[config.mk]
export PLATFORM = sky130hd
export DESIGN_NAME = dmaevm_top
export DESIGN_NICKNAME = d
export VERILOG_FILES = /design/src/hw/dmaevm_pkg.sv /design/src/hw/dmaevm_chan_sel.sv /design/src/hw/dmaevm_top.sv
export SDC_FILE = /design/constraint.sdc
export NUM_CORES = 1
export LEC_CHECK = 0
export BUFFER_PORTS_ARGS = -buffer_cell sky130_fd_sc_hd__buf_4
export CAP_MARGIN = 20
export CORE_UTILIZATION = 58
export DETAILED_ROUTE_END_ITERATION = 8
export PLACE_DENSITY = 0.81
export REMOVE_ABC_BUFFERS = 1
export SKIP_LAST_GASP = 1
export SLEW_MARGIN = 20
export SYNTH_ARGS = -nofsm -noshare
export SYNTH_HDL_FRONTEND = slang
export SYNTH_SLANG_ARGS = --single-unit
[constraint.sdc]
create_clock -name clk -period 1.9 [get_ports clk]
set_input_delay 0.19 -clock clk [delete_from_list [all_inputs] [get_ports clk]]
set_output_delay 0.19 -clock clk [all_outputs]
set_load 0.03 [all_outputs]
[src/hw/dmaevm_pkg.sv]
`default_nettype none
package dmaevm_pkg;
	// ----------------------------------------------------------------
	// Register map and field layout
	// ----------------------------------------------------------------
	localparam int ADDR_W = 4;
	localparam logic [ADDR_W-1:0] OFF_SELECT_0 = 4'h0;
	localparam logic [ADDR_W-1:0] OFF_SELECT_1 = 4'h4;
	localparam logic [ADDR_W-1:0] OFF_SELECT_3 = 4'hc;
	localparam int NUM_CHAN = 16;
	localparam int CODE_W = 6;
	localparam int NUM_CODES = 64;
	localparam int FIELD_STRIDE = 8;
	localparam int FIELDS_PER_REG = 4;
	localparam logic [31:0] SEL_RESERVED_MASK = 32'hc0c0c0c0;
	// ----------------------------------------------------------------
	// Reset values: every channel starts on the code of its own index
	// ----------------------------------------------------------------
	localparam logic [31:0] SELECT_0_RESET = 32'h03020100;
	localparam logic [31:0] SELECT_1_RESET = 32'h07060504;
	localparam logic [31:0] SELECT_3_RESET = 32'h0f0e0d0c;
	// ----------------------------------------------------------------
	// Event codes
	// ----------------------------------------------------------------
	localparam logic [NUM_CODES-1:0] CODE_VALID = 64'h0000_0000_0000_f4ff;
	localparam logic [NUM_CHAN-1:0] CHAIN_CHAN_MASK = 16'h0f00;
	localparam int CODE_HOST = 0;
	localparam int CODE_TIMER0 = 1;
	localparam int CODE_TIMER1 = 2;
	localparam int CODE_MEMIF = 3;
	localparam int CODE_GPIO4 = 4;
	localparam int CODE_GPIO2 = 10;
	localparam int CODE_SER0_XMIT = 12;
	localparam int CODE_SER0_RECV = 13;
	localparam int CODE_SER1_XMIT = 14;
	localparam int CODE_SER1_RECV = 15;
	localparam int CHAIN_BASE = 8;
	// ----------------------------------------------------------------
	// Carriers
	// ----------------------------------------------------------------
	typedef struct packed {
		logic hostEvent;
		logic timer0Event;
		logic timer1Event;
		logic memIfEvent;
		logic serial0XmitEvent;
		logic serial0RecvEvent;
		logic serial1XmitEvent;
		logic serial1RecvEvent;
	} dmaevm_src_type;
	typedef struct packed {
		logic [ADDR_W-1:0] paddr;
		logic psel;
		logic penable;
		logic pwrite;
		logic [31:0] pwdata;
	} dmaevm_apb_req_type;
endpackage : dmaevm_pkg
`default_nettype wire

[src/hw/dmaevm_chan_sel.sv]
`default_nettype none
// One channel's selector: picks the event named by its code, valid codes only
module dmaevm_chan_sel (
	input wire logic [dmaevm_pkg::CODE_W-1:0] code,
	input wire logic [dmaevm_pkg::NUM_CODES-1:0] eventVec,
	output logic hit
);
	import dmaevm_pkg::*;
	// Reserved codes are masked so stray sources can never fire a channel
	assign hit = eventVec[code] & CODE_VALID[code];
endmodule : dmaevm_chan_sel
`default_nettype wire

[src/hw/dmaevm_top.sv]
`default_nettype none
// Overview of operation
// - Six-bit code field per channel at bits 29:24, 21:16, 13:8, 5:0.
// - Bits 31:30, 23:22, 15:14, 7:6 read zero and ignore writes.
// - Field n steers channel n, for channels 0 through 7 and 12 through 15; 8 to 11 have no field.
// - Channels 0 to 7 and 12 to 15 fire when the event matching their programmed code occurs; 8 to 11 fire on their chaining event.
// - Five GPIO codes: codes 4 through 7 come from general-purpose pins 4 through 7, and code 10 from pin 2.
module dmaevm_top (
	input wire logic clk,
	input wire logic rst_b,
	input wire dmaevm_pkg::dmaevm_apb_req_type apbReq,
	output logic [31:0] prdata,
	output logic pready,
	output logic pslverr,
	input wire dmaevm_pkg::dmaevm_src_type srcEvents,
	input wire logic [3:0] gpioPinHigh,
	input wire logic gpioPin2,
	input wire logic [3:0] chainEvent,
	output logic [dmaevm_pkg::NUM_CHAN-1:0] chanTrigger
);
	import dmaevm_pkg::*;

	// ----------------------------------------------------------------
	// Storage
	// ----------------------------------------------------------------
	logic [CODE_W-1:0] selCode_r [NUM_CHAN];
	logic [4:0] pinSync1_r;
	logic [4:0] pinSync2_r;
	logic [4:0] pinLast_r;
	logic [4:0] pinRise;
	logic [NUM_CODES-1:0] eventVec;
	logic [NUM_CHAN-1:0] chanHit;
	logic [31:0] prdata_nxt;
	logic pslverr_nxt;
	logic setupPhase;
	logic accessDone;
	logic [1:0] regIdx;

	assign setupPhase = apbReq.psel & ~apbReq.penable;
	assign accessDone = apbReq.psel & apbReq.penable & pready;
	assign regIdx = apbReq.paddr[3:2];

	// ----------------------------------------------------------------
	// GPIO pin capture
	// ----------------------------------------------------------------
	// Pins are asynchronous, so two flops before the edge detector
	always_ff @(posedge clk or negedge rst_b) begin
		if (!rst_b) begin
			pinSync1_r <= 5'h00;
			pinSync2_r <= 5'h00;
			pinLast_r <= 5'h00;
		end else begin
			pinSync1_r <= {gpioPinHigh, gpioPin2};
			pinSync2_r <= pinSync1_r;
			pinLast_r <= pinSync2_r;
		end
	end

	// Rising edge gives a one-cycle event, like the on-chip sources
	assign pinRise = pinSync2_r & ~pinLast_r;

	// ----------------------------------------------------------------
	// Event vector indexed by selector code
	// ----------------------------------------------------------------
	always_comb begin
		eventVec = '0;
		eventVec[CODE_HOST] = srcEvents.hostEvent;
		eventVec[CODE_TIMER0] = srcEvents.timer0Event;
		eventVec[CODE_TIMER1] = srcEvents.timer1Event;
		eventVec[CODE_MEMIF] = srcEvents.memIfEvent;
		eventVec[CODE_GPIO4 +: 4] = pinRise[4:1];
		eventVec[CODE_GPIO2] = pinRise[0];
		eventVec[CODE_SER0_XMIT] = srcEvents.serial0XmitEvent;
		eventVec[CODE_SER0_RECV] = srcEvents.serial0RecvEvent;
		eventVec[CODE_SER1_XMIT] = srcEvents.serial1XmitEvent;
		eventVec[CODE_SER1_RECV] = srcEvents.serial1RecvEvent;
	end

	// ----------------------------------------------------------------
	// Per-channel selection
	// ----------------------------------------------------------------
	// Channels 8 to 11 have no selector; their chaining event passes straight
	for (genvar ch = 0; ch < NUM_CHAN; ch++) begin : gChan
		if (CHAIN_CHAN_MASK[ch]) begin : gChain
			assign chanHit[ch] = chainEvent[ch-CHAIN_BASE];
		end else begin : gSel
			dmaevm_chan_sel uSel (
				.code(selCode_r[ch]),
				.eventVec(eventVec),
				.hit(chanHit[ch])
			);
		end
	end

	// One register stage: trigger lands on the edge after the event
	always_ff @(posedge clk or negedge rst_b) begin
		if (!rst_b) begin
			chanTrigger <= '0;
		end else begin
			chanTrigger <= chanHit;
		end
	end

	// ----------------------------------------------------------------
	// Selector registers
	// ----------------------------------------------------------------
	// Writes land only on the completing access edge; reserved bits dropped
	always_ff @(posedge clk or negedge rst_b) begin
		if (!rst_b) begin
			for (int c = 0; c < NUM_CHAN; c++) begin
				selCode_r[c] <= CODE_W'(c);
			end
		end else if (accessDone && apbReq.pwrite && !pslverr) begin
			for (int k = 0; k < FIELDS_PER_REG; k++) begin
				selCode_r[regIdx*FIELDS_PER_REG+k] <=
					apbReq.pwdata[k*FIELD_STRIDE +: CODE_W];
			end
		end
	end

	// ----------------------------------------------------------------
	// APB read data and answer
	// ----------------------------------------------------------------
	// Decode in setup, answer from flops in the first access cycle
	always_comb begin
		prdata_nxt = 32'h00000000;
		pslverr_nxt = 1'b0;
		if (apbReq.paddr == OFF_SELECT_0 || apbReq.paddr == OFF_SELECT_1 ||
			apbReq.paddr == OFF_SELECT_3) begin
			for (int k = 0; k < FIELDS_PER_REG; k++) begin
				prdata_nxt[k*FIELD_STRIDE +: CODE_W] =
					selCode_r[regIdx*FIELDS_PER_REG+k];
			end
			prdata_nxt = prdata_nxt & ~SEL_RESERVED_MASK;
		end else begin
			pslverr_nxt = 1'b1;
		end
	end

	// Fixed one-cycle access phase keeps the slave free of wait logic
	always_ff @(posedge clk or negedge rst_b) begin
		if (!rst_b) begin
			pready <= 1'b0;
			pslverr <= 1'b0;
			prdata <= 32'h00000000;
		end else begin
			pready <= setupPhase;
			pslverr <= setupPhase & pslverr_nxt;
			if (setupPhase && !apbReq.pwrite) begin
				prdata <= prdata_nxt;
			end
		end
	end
endmodule : dmaevm_top
`default_nettype wire

==> impl_metrics.yaml <==
route:
  route.detailed.drc: 0
  vias_per_cell: 6.45
  num_vias: 5093
  drt-pass1-iter-count: 5
  drt_iter0_drc: 393
  wirelength_mm: 18.4
  antenna_left: 0
  wire_per_inst_um: 23.3
critical_path:
  slowest_delay_ns: 0.53
  worstPathArrival_ns: 2.00
  cp_max_fo: 12
  cp-end-kind: "flip-flop"
  slowest_stage: "nor2b_2"
  path_buf_inv: 0
  critPathLaunchType: "flip-flop"
  cp.required_ns: 2.22
  worst_path_dominant_cell_family: "simple AND/OR/NAND/NOR gates"
  crit_chain: "nor2b_2 -> mux4_2 -> nor3b_1 -> nor3_1"
  critical_path_class: "reg2reg"
cells_and_area:
  fin_cells: 790
  final_cell_mix: "dfrtp_1, mux2_2, buf_4"
  final_common_cell: "dfrtp_1"
  final_nets: 663
  area_growth_syn_to_layout_pct: 21.9
  drive_above_1_share_pct: 56.0
  n_antenna_cell: 0
timing:
  fin_crit_sh_pct: 88.3
  finClkSkew_ns: 0.00782
  setup_viol: 0
  timing.fmax_mhz: 596
  slew_headroom_pct: 56.5
  drv_slew: 0
  fin_crit_ns: 1.68
  hold_viol_final: 0
  worst_slew_pin_slew_ns: 0.650
  rsz0062_at_grt: "false"
  tns_ns: 0
  fin_ws_ns: 0.223
clock_network:
  cts_sinks: 153
  cts_root_buf: "clkbuf_16"
  cts_inserted_buffers: 17
  clk_latency_ns: 0.43
  cts.path.max_buffers: 2
  cts_setup_buffers: 0
  path_clk_slew_ns: 0.06
  htreeDepth: 4
  cts_tree: "built"
synthesis:
  ys_seq_area_share_pct: 51.2
  yosys.area.top_type_share_pct: 40.1
  yosysUniqueCellTypes: 32
  synth-seq-cells: 153
  ys_warn_count: 0
  synthArstFlopShare_pct: 100
  synth_top_area_cell: "dfrtp_1"
  synth_edf_count: 0
  synth_top_cells_by_area: "dfrtp_1, mux2_2, mux4_2"
  synth.cell_area_mm2: 0.00755
  synth_area_per_cell_um2: 14.8
  dominantRegCellSynth: "dfrtp_1"
  postSynthCellCount: 511
place:
  post-place-ws_ns: 0.00490
  place_congestion: 0.808
  dpl.cell_count: 748
  hpwl_mm: 11.9
  io_buffer_count: 91
global_route:
  grt_max_degree: 56
  grt_pass1_wl_mm: 28.8
  grt-ovfl-total: 0
  grt_pass1_vias: 5387
  grt_usage_pct: 29.7
  antenna_found_initial: 0
power:
  clockPowerShare_pct: 41.1
  power_mw: 9.68
  ir_drop_mv: 0.764
  intPower_mw: 7.20
  switching_power_mw: 2.48
  switching_share_pct: 25.6
  powerDensity_mw_per_mm2: 1050
  p_leak_nw: 4.13
  pwr-share-comb_pct: 16.8
  seq_power_share_pct: 42.1
floorplan:
  top_level_ports: 108
  initial_core_util_pct: 59.6
  die_x_um: 116
  die_y_um: 116
  core-area_mm2: 0.0127
  rows: 41
  design.die.area_mm2: 0.0135
outcome:
  status: "completed"
min_path:
  hold_class: "in2reg"
flow_run:
  drv_cap: 0
-- worst paths after layout --
| check | depth (start not counted) | slack [ns] | endpoint | start |
|---|---|---|---|---|
| hold reg to reg | 0 | 0.35 | pinSync2_r[0]$_DFF_PN0_ | pinSync1_r[0]$_DFF_PN0_ |
| hold / removal | 2 | 0.02 | selCode_r[91]$_DFFE_PN0P_ | apbReq[1] |
| max in group asynchronous | 3 | 0.95 | selCode_r[62]$_DFFE_PN1P_ | rst_b |
| setup / recovery | 4 | 0.22 | chanTrigger[0]$_DFF_PN0_ | pinLast_r[3]$_DFF_PN0_ |
| min in group asynchronous | 2 | 0.27 | prdata[20]$_DFFE_PN0P_ | rst_b |
| setup reg to reg | 4 | 0.22 | chanTrigger[0]$_DFF_PN0_ | pinLast_r[3]$_DFF_PN0_ |
-- state kept, by name (all words and copies together), names as in the netlist --
register	count
chanTrigger	16
pinSync1_r	5
pinLast_r	5
pinSync2_r	5
prdata	24
pready	1
selCode_r	96
pslverr	1
-- layer usage --
layer	vias up	track usage [%]	part of all wire, %
met2	257	47.7	50
li1	2148	-	-
met4	0	13.1	3.0
met1	2640	38.7	40
met5	-	0	0
met3	48	7.52	7.4
-- worst register-to-register path: cells and delay by family, from the launching register on --
kind / cells / cell delay, ns
DFF: 1 / 0.38
muxes: 1 / 0.37
and+or+nand+nor: 3 / 0.82
-- cells in the mapped netlist, types with 2 or more instances --
library cell and count:
o31ai_1 12, mux2_2 120, mux4_2 46, nor3_1 12, inv_1 12, and3_1 12, buf_2 7, dfstp_2 32
a22o_1 24, buf_6 5, clkbuf_1 29, o41ai_1 12, dfrtp_1 121, buf_4 10, nor2_1 13, mux4_1 2
nand2b_1 2, nor2b_1 4, nor3b_1 12, a311oi_1 12
-- power by group through the flow --
| stage | sequential [mW] | clock [mW] | combinational [mW] |
|---|---|---|---|
| final | 4.07 | 3.98 | 1.63 |
| after global placement | 4.08 | 0 | 1.54 |
| after detailed placement | 4.11 | 0 | 1.60 |
| after floorplan | 4.21 | 0 | 0.801 |
| after CTS | 4.06 | 4.02 | 1.63 |
| after global routing | 4.12 | 4.16 | 1.73 |
-- area by class of cell --
cell class / count / area (um2)
fillers: 809 / 3460
well taps: 172 / 215
clock inverters: 12 / 244
flip-flops and latches: 153 / 3870
repair buffers: 120 / 992
clock buffers: 20 / 457
multi-input cells: 301 / 3390
inverters: 12 / 45.0
-- cells by family after synthesis --
kind of cell	share of synthesized area, %
compound gates	6.88
flops	51.2
buf+inv	4.31
other cells	0.0497
simple gates	5.22
mux	32.3
-- repair_timing --
action | 4_1_cts | 5_1_grt
hold buffers | 10 | 0
hold endpoints to repair | 45 | 0
endpoints found under the setup margin | 3 | 0
resized for setup | 1 | 0
-- through the flow --
step,utilization [%],instance area (um2),hold slack (ns)
final,72.7,9210,0.0183
after global placement,66.3,8400,0.147
after CTS,72.7,9210,0.0108
after global routing,72.7,9210,0.0133
after floorplan,-,7300,-0.106
after detailed placement,66.3,8400,0.151
(Power assumes the default switching activity.)
